--- src/inc/irq_xfer_pkg.sv ---
`default_nettype none
package irq_xfer_pkg;
	// Node population: capture/compare nodes first, then the fast external inputs
	localparam int CC_LO_NODES = 16;
	localparam int CC_NODES = 29;
	localparam int EXT_NODES = 8;
	localparam int NODES = 37;
	localparam int CHANNELS = 8;
	localparam int RESP_CYCLES = 8;

	localparam logic [6:0] TRAP_CC_LO_BASE = 7'h10;
	localparam logic [6:0] TRAP_CC_HI_BASE = 7'h30;
	localparam logic [6:0] TRAP_EXT_BASE = 7'h40;
	localparam logic [3:0] TRAP_LEVEL = 4'hf;

	// Register map, word addresses
	localparam logic [7:0] A_CHAN_BASE = 8'h40;
	localparam logic [7:0] A_CHAN_END = 8'h60;
	localparam logic [7:0] A_STATUS = 8'h60;
	localparam logic [7:0] A_MASK = 8'h61;
	localparam logic [7:0] A_EDGE = 8'h62;
	localparam logic [1:0] CH_CTRL = 2'h0;
	localparam logic [1:0] CH_SRC = 2'h1;
	localparam logic [1:0] CH_DST = 2'h2;

	// Node control fields
	localparam int NC_LVL_LSB = 0;
	localparam int NC_EN = 6;
	localparam int NC_REQ = 7;
	localparam int NC_XSEL = 8;
	localparam int NC_CH_LSB = 9;

	// Channel control fields
	localparam int CC_CNT_LSB = 0;
	localparam int CC_WORD = 8;
	localparam int CC_ISRC = 9;
	localparam int CC_IDST = 10;
	localparam int CC_CONT = 11;

	// Status and mask layout: transfer-count-zero per channel, then edge per input
	localparam int ST_TC_LSB = 0;
	localparam int ST_EDGE_LSB = 8;

	localparam logic [15:0] STEP_BYTE = 16'h0001;
	localparam logic [15:0] STEP_WORD = 16'h0002;

	typedef enum logic [1:0] {
		EDGE_OFF,
		EDGE_RISE,
		EDGE_FALL,
		EDGE_BOTH
	} edge_mode_t;
endpackage
`default_nettype wire

--- src/logic/ext_edge_detect.sv ---
`default_nettype none
module ext_edge_detect (
	// Clock and reset
	input wire logic clk_sys,
	input wire logic rst_n,
	// Pin and edge selection
	input wire logic pin,
	input wire irq_xfer_pkg::edge_mode_t mode,
	// Detected edge
	output logic edge_pulse
);
	typedef struct packed {
		logic s1;
		logic s2;
		logic s3;
		logic stable;
		logic pulse;
	} state_t;

	state_t q;
	state_t d;

	always_comb begin
		d = q;
		d.s1 = pin;
		d.s2 = q.s1;
		d.s3 = q.s2;
		d.pulse = 1'b0;
		// A level counts only once two late stages agree
		if (q.s2 == q.s3 && q.s3 != q.stable) begin
			d.stable = q.s3;
			unique case (mode)
				irq_xfer_pkg::EDGE_OFF: d.pulse = 1'b0;
				irq_xfer_pkg::EDGE_RISE: d.pulse = q.s3;
				irq_xfer_pkg::EDGE_FALL: d.pulse = !q.s3;
				irq_xfer_pkg::EDGE_BOTH: d.pulse = 1'b1;
			endcase
		end
	end

	always_ff @(posedge clk_sys or negedge rst_n) begin
		if (!rst_n) begin
			q <= '0;
		end else begin
			q <= d;
		end
	end

	assign edge_pulse = q.pulse;
endmodule
`default_nettype wire

--- src/logic/irq_xfer_ctrl.sv ---
// Decided for this implementation: the register offsets and the address-and-strobe port.
`default_nettype none
// What this block does
// - Vectored answer within eight clocks
// - Per node: vectored or transfer engine
// - Transfer takes one cycle, no branch
// - Move byte/word, bump chosen pointers
// - Count down per service unless continuous
// - Count at zero raises vectored interrupt
// - Eight independent transfer channels
// - Node register: request, enable, level
// - Sixteen priority levels per node
// - Only strictly higher level preempts, traps excepted
// - Each node owns its vector
// - External inputs: rising, falling, both edges
// - Trap number invokes its service
// - Software may set any request bit
// - Vector is four times trap number
module irq_xfer_ctrl (
	// Clock and reset
	input wire logic clk_sys,
	input wire logic rst_n,
	// Register port
	input wire logic [7:0] reg_addr,
	input wire logic [15:0] reg_wdata,
	input wire logic reg_wr,
	input wire logic reg_rd,
	output logic [15:0] reg_rdata,
	// Requesters
	input wire logic [irq_xfer_pkg::CC_NODES-1:0] periph_req,
	input wire logic [irq_xfer_pkg::EXT_NODES-1:0] fast_ext_irq_input,
	input wire logic trap_req,
	input wire logic [6:0] trap_num,
	// Core side
	input wire logic [3:0] cpu_level,
	input wire logic cpu_ack,
	output logic irq_req,
	output logic [15:0] irq_vector,
	output logic [3:0] irq_level,
	output logic xfer_req,
	output logic [15:0] xfer_src,
	output logic [15:0] xfer_dst,
	output logic xfer_word,
	// Event interrupt
	output logic event_irq
);
	localparam int NN = irq_xfer_pkg::NODES;
	localparam int NC = irq_xfer_pkg::CHANNELS;
	localparam int NE = irq_xfer_pkg::EXT_NODES;
	localparam int RESP_MAX = irq_xfer_pkg::RESP_CYCLES;

	typedef struct packed {
		logic [NN-1:0] req;
		logic [NN-1:0] en;
		logic [NN-1:0] xsel;
		logic [NN-1:0][3:0] lvl;
		logic [NN-1:0][2:0] ch;
		logic [NC-1:0][7:0] cnt;
		logic [NC-1:0] word;
		logic [NC-1:0] isrc;
		logic [NC-1:0] idst;
		logic [NC-1:0] cont;
		logic [NC-1:0][15:0] src;
		logic [NC-1:0][15:0] dst;
		logic [15:0] status;
		logic [15:0] mask;
		logic [15:0] edge_sel;
		logic [15:0] rdata;
		logic irq_req;
		logic irq_trap;
		logic [5:0] irq_node;
		logic [15:0] irq_vec;
		logic [3:0] irq_lvl;
		logic trap_pend;
		logic [6:0] trap_no;
		logic xfer_req;
		logic [15:0] xfer_src;
		logic [15:0] xfer_dst;
		logic xfer_word;
		logic event_irq;
	} state_t;

	state_t q;
	state_t d;

	logic [NE-1:0] ext_pulse;
	logic win_ok;
	logic [5:0] win_node;
	logic [3:0] win_lvl;
	logic [2:0] win_ch;
	logic pec_ok;
	logic pec_go;
	logic vect_win;
	logic [15:0] win_step;

	// one synchronising edge detector per fast input
	for (genvar i = 0; i < NE; i++) begin : g_ext
		ext_edge_detect u_edge (
			.clk_sys(clk_sys),
			.rst_n(rst_n),
			.pin(fast_ext_irq_input[i]),
			.mode(irq_xfer_pkg::edge_mode_t'(q.edge_sel[2*i +: 2])),
			.edge_pulse(ext_pulse[i])
		);
	end

	function automatic logic [6:0] node_trap(input logic [5:0] n);
		if (n < 6'(irq_xfer_pkg::CC_LO_NODES)) begin
			return irq_xfer_pkg::TRAP_CC_LO_BASE + 7'(n);
		end else if (n < 6'(irq_xfer_pkg::CC_NODES)) begin
			return irq_xfer_pkg::TRAP_CC_HI_BASE + 7'(n - 6'(irq_xfer_pkg::CC_LO_NODES));
		end
		return irq_xfer_pkg::TRAP_EXT_BASE + 7'(n - 6'(irq_xfer_pkg::CC_NODES));
	endfunction

	function automatic logic [15:0] trap_vector(input logic [6:0] t);
		return {7'h00, t, 2'b00};
	endfunction

	// priority search; strict compare keeps the lowest node on a tie
	always_comb begin
		win_ok = 1'b0;
		win_node = 6'h00;
		win_lvl = 4'h0;
		for (int n = 0; n < NN; n++) begin
			// only levels above the running service compete
			if (q.req[n] && q.en[n] && q.lvl[n] > cpu_level && (!win_ok || q.lvl[n] > win_lvl)) begin
				win_ok = 1'b1;
				win_node = 6'(n);
				win_lvl = q.lvl[n];
			end
		end
	end

	assign win_ch = q.ch[win_node];
	// an exhausted channel falls back to the vectored path
	assign pec_ok = q.xsel[win_node] && (q.cont[win_ch] || q.cnt[win_ch] != 8'h00);
	assign pec_go = win_ok && pec_ok;
	assign vect_win = win_ok && !pec_ok;
	assign win_step = q.word[win_ch] ? irq_xfer_pkg::STEP_WORD : irq_xfer_pkg::STEP_BYTE;

	always_comb begin
		logic [5:0] idx;
		logic [2:0] c;
		logic [15:0] w1c;
		logic [15:0] events;
		idx = reg_addr[5:0];
		c = reg_addr[4:2];
		w1c = 16'h0000;
		events = 16'h0000;
		d = q;
		d.rdata = 16'h0000;
		d.xfer_req = 1'b0;

		// Acknowledge first, so a software set in the same cycle survives
		if (cpu_ack && q.irq_req) begin
			if (q.irq_trap) begin
				d.trap_pend = 1'b0;
			end else begin
				d.req[q.irq_node] = 1'b0;
			end
		end

		// Register reads answer in the next cycle only
		if (reg_rd) begin
			if (reg_addr < 8'(NN)) begin
				// node control readback with live request flag
				d.rdata[irq_xfer_pkg::NC_LVL_LSB +: 4] = q.lvl[idx];
				d.rdata[irq_xfer_pkg::NC_EN] = q.en[idx];
				d.rdata[irq_xfer_pkg::NC_REQ] = q.req[idx];
				d.rdata[irq_xfer_pkg::NC_XSEL] = q.xsel[idx];
				d.rdata[irq_xfer_pkg::NC_CH_LSB +: 3] = q.ch[idx];
			end else if (reg_addr >= irq_xfer_pkg::A_CHAN_BASE && reg_addr < irq_xfer_pkg::A_CHAN_END) begin
				if (reg_addr[1:0] == irq_xfer_pkg::CH_CTRL) begin
					d.rdata[irq_xfer_pkg::CC_CNT_LSB +: 8] = q.cnt[c];
					d.rdata[irq_xfer_pkg::CC_WORD] = q.word[c];
					d.rdata[irq_xfer_pkg::CC_ISRC] = q.isrc[c];
					d.rdata[irq_xfer_pkg::CC_IDST] = q.idst[c];
					d.rdata[irq_xfer_pkg::CC_CONT] = q.cont[c];
				end else if (reg_addr[1:0] == irq_xfer_pkg::CH_SRC) begin
					d.rdata = q.src[c];
				end else if (reg_addr[1:0] == irq_xfer_pkg::CH_DST) begin
					d.rdata = q.dst[c];
				end
			end else if (reg_addr == irq_xfer_pkg::A_STATUS) begin
				d.rdata = q.status;
			end else if (reg_addr == irq_xfer_pkg::A_MASK) begin
				d.rdata = q.mask;
			end else if (reg_addr == irq_xfer_pkg::A_EDGE) begin
				d.rdata = q.edge_sel;
			end
		end

		if (reg_wr) begin
			if (reg_addr < 8'(NN)) begin
				// node setup; request bit is writable on every node
				d.lvl[idx] = reg_wdata[irq_xfer_pkg::NC_LVL_LSB +: 4];
				d.en[idx] = reg_wdata[irq_xfer_pkg::NC_EN];
				d.req[idx] = reg_wdata[irq_xfer_pkg::NC_REQ];
				d.xsel[idx] = reg_wdata[irq_xfer_pkg::NC_XSEL];
				d.ch[idx] = reg_wdata[irq_xfer_pkg::NC_CH_LSB +: 3];
			end else if (reg_addr >= irq_xfer_pkg::A_CHAN_BASE && reg_addr < irq_xfer_pkg::A_CHAN_END) begin
				if (reg_addr[1:0] == irq_xfer_pkg::CH_CTRL) begin
					d.cnt[c] = reg_wdata[irq_xfer_pkg::CC_CNT_LSB +: 8];
					d.word[c] = reg_wdata[irq_xfer_pkg::CC_WORD];
					d.isrc[c] = reg_wdata[irq_xfer_pkg::CC_ISRC];
					d.idst[c] = reg_wdata[irq_xfer_pkg::CC_IDST];
					d.cont[c] = reg_wdata[irq_xfer_pkg::CC_CONT];
				end else if (reg_addr[1:0] == irq_xfer_pkg::CH_SRC) begin
					d.src[c] = reg_wdata;
				end else if (reg_addr[1:0] == irq_xfer_pkg::CH_DST) begin
					d.dst[c] = reg_wdata;
				end
			end else if (reg_addr == irq_xfer_pkg::A_STATUS) begin
				w1c = reg_wdata;
			end else if (reg_addr == irq_xfer_pkg::A_MASK) begin
				d.mask = reg_wdata;
			end else if (reg_addr == irq_xfer_pkg::A_EDGE) begin
				d.edge_sel = reg_wdata;
			end
		end

		// a new trap is taken unless one is still waiting
		if (trap_req && (!q.trap_pend || (cpu_ack && q.irq_req && q.irq_trap))) begin
			d.trap_pend = 1'b1;
			d.trap_no = trap_num;
		end

		// one stolen cycle on the node's own channel
		if (pec_go) begin
			d.xfer_req = 1'b1;
			d.xfer_src = q.src[win_ch];
			d.xfer_dst = q.dst[win_ch];
			d.xfer_word = q.word[win_ch];
			// pointer increments by the moved size
			if (q.isrc[win_ch]) begin
				d.src[win_ch] = q.src[win_ch] + win_step;
			end
			if (q.idst[win_ch]) begin
				d.dst[win_ch] = q.dst[win_ch] + win_step;
			end
			if (!q.cont[win_ch]) begin
				d.cnt[win_ch] = q.cnt[win_ch] - 8'h01;
			end
			// last transfer leaves the request up for a vectored service
			d.req[win_node] = !q.cont[win_ch] && q.cnt[win_ch] == 8'h01;
			if (!q.cont[win_ch] && q.cnt[win_ch] == 8'h01) begin
				events[irq_xfer_pkg::ST_TC_LSB + 32'(win_ch)] = 1'b1;
			end
		end

		// Hardware requests applied last so a same-cycle clear never loses them
		d.req = d.req | {ext_pulse, periph_req};
		events[irq_xfer_pkg::ST_EDGE_LSB +: NE] = ext_pulse;
		d.status = (q.status & ~w1c) | events;
		d.event_irq = |(d.status & d.mask);

		// the winner is on the core port one clock after it wins
		if (cpu_ack && q.irq_req) begin
			d.irq_req = 1'b0;
		end else if (q.trap_pend) begin
			d.irq_req = 1'b1;
			d.irq_trap = 1'b1;
			d.irq_vec = trap_vector(q.trap_no);
			d.irq_lvl = irq_xfer_pkg::TRAP_LEVEL;
		end else if (vect_win) begin
			d.irq_req = 1'b1;
			d.irq_trap = 1'b0;
			d.irq_node = win_node;
			d.irq_vec = trap_vector(node_trap(win_node));
			d.irq_lvl = win_lvl;
		end else begin
			d.irq_req = 1'b0;
		end
	end

	always_ff @(posedge clk_sys or negedge rst_n) begin
		if (!rst_n) begin
			q <= '0;
		end else begin
			q <= d;
		end
	end

	assign reg_rdata = q.rdata;
	assign irq_req = q.irq_req;
	assign irq_vector = q.irq_vec;
	assign irq_level = q.irq_lvl;
	assign xfer_req = q.xfer_req;
	assign xfer_src = q.xfer_src;
	assign xfer_dst = q.xfer_dst;
	assign xfer_word = q.xfer_word;
	assign event_irq = q.event_irq;
endmodule
`default_nettype wire

--- config.mk ---
export PLATFORM = sky130hd
export DESIGN_NAME = irq_xfer_ctrl
export DESIGN_NICKNAME = d
export VERILOG_FILES = /design/src/inc/irq_xfer_pkg.sv /design/src/logic/ext_edge_detect.sv /design/src/logic/irq_xfer_ctrl.sv
export SDC_FILE = /design/constraint.sdc
export NUM_CORES = 2
export LEC_CHECK = 0
export ABC_AREA = 1
export BUFFER_PORTS_ARGS = -buffer_cell sky130_fd_sc_hd__clkbuf_2
export CELL_PAD_IN_SITES_DETAIL_PLACEMENT = 1
export CELL_PAD_IN_SITES_GLOBAL_PLACEMENT = 1
export CORE_ASPECT_RATIO = 1.5
export CORE_MARGIN = 1.5
export CORE_UTILIZATION = 51
export CTS_CLUSTER_SIZE = 28
export DETAILED_ROUTE_END_ITERATION = 7
export PLACE_DENSITY_LB_ADDON = 0.1
export RECOVER_POWER = 50
export SYNTH_ARGS = -nofsm -noshare
export SYNTH_HDL_FRONTEND = slang
export SYNTH_SLANG_ARGS = --single-unit
export TNS_END_PERCENT = 50
--- constraint.sdc ---
create_clock -name clk_sys -period 92.9 [get_ports clk_sys]
set_input_delay 9.29 -clock clk_sys [delete_from_list [all_inputs] [get_ports clk_sys]]
set_output_delay 9.29 -clock clk_sys [all_outputs]
set_load 0.01 [all_outputs]
[Word level (Yosys, flattened, before mapping)]
Cells that the tools add are included.
Storage, ports and cells
  bits in registers: 897
  latch bits: 0
  memory bits (writable): 0
  bits in read-only memories: 0
  input bits: 78
  output and inout port bits: 72
  memories: 0
Cells by class
  $add $sub $neg: 8
  multipliers: 0
  div/mod/pow operators: 0
  order comparisons: 90
  eq/ne operators: 46
  shift operators: 0
  multiplexer cells: 267
  bitwise logic cells: 13
  reductions and logical operators: 237
Operators with widths (number)
  $mux 722: 1
  $mux 352: 2
  $mux 128: 5
  $bwmux 128: 4
  $mux 256: 2
  $mux 370: 1
  $mux 16: 20
  $gt 4x4->1: 73
  $mux 6: 36
  $bmux 16 s3: 4
  $mux 4: 42
  $bwmux 148: 1
  $bwmux 37: 4
  $logic_and 1x1->1: 132
  $bwmux 64: 2
  $mux 32: 4
  $mux 64: 2
  $bwmux 111: 1
  $mux 37: 3
  $demux 16 s3: 2
  $mux 96: 1
  $mux 1: 72
  $mux 8: 7
  $bmux 8 s3: 2
  other kinds (56): 238

[Longest topological paths before layout]
  word-level depth: 163
  depth in mapped cells: 423
  depth with buffers taken out: 398

[Modules after synthesis]
Synthesis repeated with hierarchy kept, for this count alone.
Second synthesis, totals
  cells, all modules: 8259
  area total of the unflattened synthesis: 59764.8 um^2
By module, submodules not included
  irq_xfer_ctrl: times used 1, cells each 8099, area an instance 58273.4 um^2, sequential area each 21220.4 um^2
  ext_edge_detect: times used 8, cells each 20, area an instance 186.4 um^2, sequential area each 125.1 um^2

[Worst setup path before layout]
No wires, ideal clock.
  path type: input to register
  start point: input port cpu_level[3]
  end point: register q[142] (netlist bit)
  setup time: 74 ps
  data arrival time: 51027 ps
  required time: 92826 ps
  setup slack: 41799 ps
  cell stages on the path: 406
  buffers on the path: 25
  cells stage by stage: inv_1 > ha_1 > nand2_1 > o21bai_2 > a21oi_2 > nand2_1 > ha_1 > nand2_1 > inv_2 > nand2_1 > nand2_1 > nand2_2 > nand2_1 > nand2_2 > nand2_1 > o21ai_0 > ha_1 > nand2_1 > [... 370 more ...] > buf_12 > buf_8 > nand2_1 > buf_1 > nor2_1 > nor2_1 > nand4_1 > ha_1 > nand3_4 > nor2_4 > nand2_4 > nand3_4 > nor3_4 > nand2_4 > clkinv_4 > buf_8 > nand2_1 > o21ai_2
RTL lines
  from (decl): line irq_xfer_ctrl.sv:35  | input wire logic [3:0] cpu_level,
  to (signal assigned): line irq_xfer_ctrl.sv:279  | q <= '0;
  to (signal assigned): line irq_xfer_ctrl.sv:281  | q <= d;
  to (decl): line irq_xfer_ctrl.sv:83  | state_t q;

==> metrics.cfg <==
[finish]
nNetsFinal = 8431
final_cell_mix = 2108 x sky130_fd_sc_hd__nand2_1, 888 x sky130_fd_sc_hd__dfrtp_1, 873 x sky130_fd_sc_hd__o21ai_0
area.sequential_um2 = 22200
combined_area_of_the_multi_input_logic_cells_um2 = 32100
fill_cell_count = 15000
layout-drive-gt1-share = 0.0978
areaGrowthSynthToFinish_pct = 6.68
most_frequent_standard_cell_in_the_layout_excluding_fill_and_tap_cells = sky130_fd_sc_hd__nand2_1

[clock_network]
cts_hold_buf = 0
clk_latency_ps = 780
cts-buffers-inserted = 94
cts_resized = 0
numClockSinks = 888
h-tree-depth = 3
tritoncts = done
clock_transition_at_the_registers_of_the_reported_paths_ps = 70
cts_setup_buffers = 0
cts-root-buf = sky130_fd_sc_hd__clkbuf_16
cts-root-to-sink-buffers = 3

[logic_synthesis]
syn_area_um2 = 60600
synth_edf_count = 0
ys.warnings.count = 0
post_synth.cell_area_avg_um2 = 7.38
synth.lib_cells_used.distinct = 86
synth_ff_type = sky130_fd_sc_hd__dfrtp_1
asyncSetResetFlopFracSynth = 1.00
syn_inst = 8209
seq_area_frac_synth = 0.367
synth_seq_cells = 888

[route]
wl_per_cell_um = 29.8
postRouteWirelength_um = 290000
postRouteAntennaNets = 0
dr_total_vias = 63800
initialDrtViolationCount = 6204
detail_route.drc_violations = 0
detail_route.vias_per_cell = 6.56
drt-pass1-iter-count = 5

[setup_path]
largest_delay_share_family_worst_path = simple AND/OR/NAND/NOR gates
r2r_start = q[601]
timing.critical_path.from_type = input pin
critical-path-slowest-cell = sky130_fd_sc_hd__nor3_4
worst_ep_arrival_time_ps = 61750
register_to_register_setup_slack_ps = 40670
cp.required_ps = 93600
timing.setup.critical_path_class = input pin to register
worst-r2r-cell-count = 371
r2r_endpoint = q[163]
timing.critical_path.buf_inv = 43
end_kind = register
critical-path-max-stage-delay_ps = 1010
most_prevalent_standard_cell_on_the_critical_path = sky130_fd_sc_hd__nand2_1
crit_fanout = 65

[hold_path]
holdPathEnd = g_ext[4].u_edge.d[2]
hold_path_startpoint = g_ext[4].u_edge.d[3]
min-delay-path-class = register to register
hold_depth = 0

[global_route]
global_route.usage.total = 0.477
vias_in_the_first_global_route = 65300
grt_max_degree = 154
globalRouteOverflowTotal = 0
grt_antenna_before_repair = 30
grt_pass1_wl_um = 427000

[placement]
gp_routability_congestion = 0.999
dp_slack_ps = 31970
io_buffers = 140
detailed_place_hpwl_um = 198000

[sta]
fmaxAchievable_ghz = 0.0164
report.final.hold_viol_count = 0
grt_setup_unrepaired = no
slew_headroom = -4.58
period_minus_slack_ps = 61050
layout_worst_path_cycle_share = 0.657
finalSetupViolCount = 0
fin_ws_ps = 31850
fin_setup_tns_ps = 0
report.final.slew_viol_count = 888
transition_at_the_pin_with_the_smallest_max_transition_slack_ps = 8370
finalClockSkew_ps = 68.0

[floorplanning]
design.portCount = 150
row_count = 154
initial_utilization = 0.515
die_height_um = 425
die_width_um = 284
core_region_area_um2 = 118000
die_area_um2 = 121000

[run_status]
violations = max-capacitance violations, max-slew violations
outcome = complete, but fails checks

[job]
cap_violations = 15

## cell type report
| cell class | count | share of cell area |
|---|---|---|
| multi-input cells | 5959 | 0.497 |
| flip-flops and latches | 888 | 0.344 |
| inverters | 861 | 0.0511 |
| clock buffers | 129 | 0.0417 |
| well taps | 1560 | 0.0302 |
| repair buffers | 274 | 0.0248 |
| clock inverters | 45 | 0.0105 |
| diodes | 15 | 0.000581 |
## routing by layer
layer | up-vias | track usage | share of wire
li1 | 27300 | - | -
met1 | 31300 | 0.512 | 0.34
met2 | 3646 | 0.756 | 0.45
met3 | 1577 | 0.129 | 0.094
met4 | 30 | 0.463 | 0.11
met5 | - | 0 | 0.00070
## synth_stat cells, types with 23 or more instances
cell type                   instances  area share
sky130_fd_sc_hd__nand2_1         2109        0.13
sky130_fd_sc_hd__buf_1             24      0.0015
sky130_fd_sc_hd__a221oi_1          39      0.0056
sky130_fd_sc_hd__clkinv_1          28      0.0017
sky130_fd_sc_hd__o21ai_2           48      0.0069
sky130_fd_sc_hd__o21bai_1          35      0.0043
sky130_fd_sc_hd__nor2_2            29      0.0030
sky130_fd_sc_hd__ha_1             273       0.056
sky130_fd_sc_hd__nand4_1          112       0.012
sky130_fd_sc_hd__inv_1            754       0.047
sky130_fd_sc_hd__buf_6             37      0.0069
sky130_fd_sc_hd__nor2_1           523       0.032
sky130_fd_sc_hd__buf_4             82       0.010
sky130_fd_sc_hd__o22ai_1           96      0.0099
sky130_fd_sc_hd__o21ai_1          257       0.021
sky130_fd_sc_hd__o21ai_0          874       0.072
sky130_fd_sc_hd__a31oi_1           34      0.0035
sky130_fd_sc_hd__inv_2             67      0.0042
sky130_fd_sc_hd__o21a_1            31      0.0038
sky130_fd_sc_hd__clkbuf_1         290       0.018
sky130_fd_sc_hd__a2111oi_0         23      0.0033
sky130_fd_sc_hd__buf_2             35      0.0029
sky130_fd_sc_hd__dfrtp_1          888        0.37
sky130_fd_sc_hd__a21oi_1          440       0.036
sky130_fd_sc_hd__nand2_4           39      0.0072
sky130_fd_sc_hd__nand3_1          343       0.028
sky130_fd_sc_hd__nand2_2          116       0.012
sky130_fd_sc_hd__o221ai_1         151       0.022
sky130_fd_sc_hd__o211ai_1         103       0.013
sky130_fd_sc_hd__mux2i_1           35      0.0058
## how the worst max path moves through the flow
stage                       startpoint      to  slack (ps)  depth (start not counted)
after detailed placement  cpu_level[3]  q[162]       31970                        380
after floorplan           cpu_level[3]  q[142]       41800                        406
after global placement    cpu_level[3]  q[164]       33650                        379
after global routing      cpu_level[3]  q[163]       26350                        375
final                     cpu_level[3]  q[163]       31850                        373
after CTS                 cpu_level[3]  q[162]       32370                        379
## stage by stage
step,util,std cells,area (um2),hold WS (ps)
floorplan,-,8217,60600,331
global placement,0.521,9538,61300,331
detailed placement,0.521,9538,61300,343
CTS,0.550,9712,64700,358
global route,0.549,9720,64600,360
finish,0.549,9731,64600,355
## flip-flops by register name, summed over array words and instances (netlist names)
| name | count |
|---|---|
| irq_vector | 7 |
| event_irq | 1 |
| g_ext.u_edge.d | 16 |
| g_ext.u_edge.edge_pulse | 8 |
| xfer_dst | 16 |
| xfer_req | 1 |
| irq_level | 4 |
| xfer_word | 1 |
| q | 785 |
| irq_req | 1 |
| reg_rdata | 16 |
| xfer_src | 16 |
| g_ext.u_edge.q | 16 |
## cells by family after synthesis
family          count (synthesis)  synth area share
compound gates               2231             0.217
buf+inv                      1370             0.104
other cells                     1         0.0000619
mux                            42           0.00708
xor+xnor                       19           0.00343
simple gates                 3383             0.244
flops                         888             0.367
fa+ha+maj                     275            0.0570
## worst register-to-register path, delay by kind of cell (launching register included)
kind                       cells  cell delay [ps]
AOI/OAI and AO/OA             76            12350
adders and majority gates     38            12410
buffers and inverters         41             4610
DFF                            1              440
and+or+nand+nor              216            22470
Power is left out: the tool's default activity adds up to more than one toggle a clock period on the data nets, which glitch-free logic cannot reach.
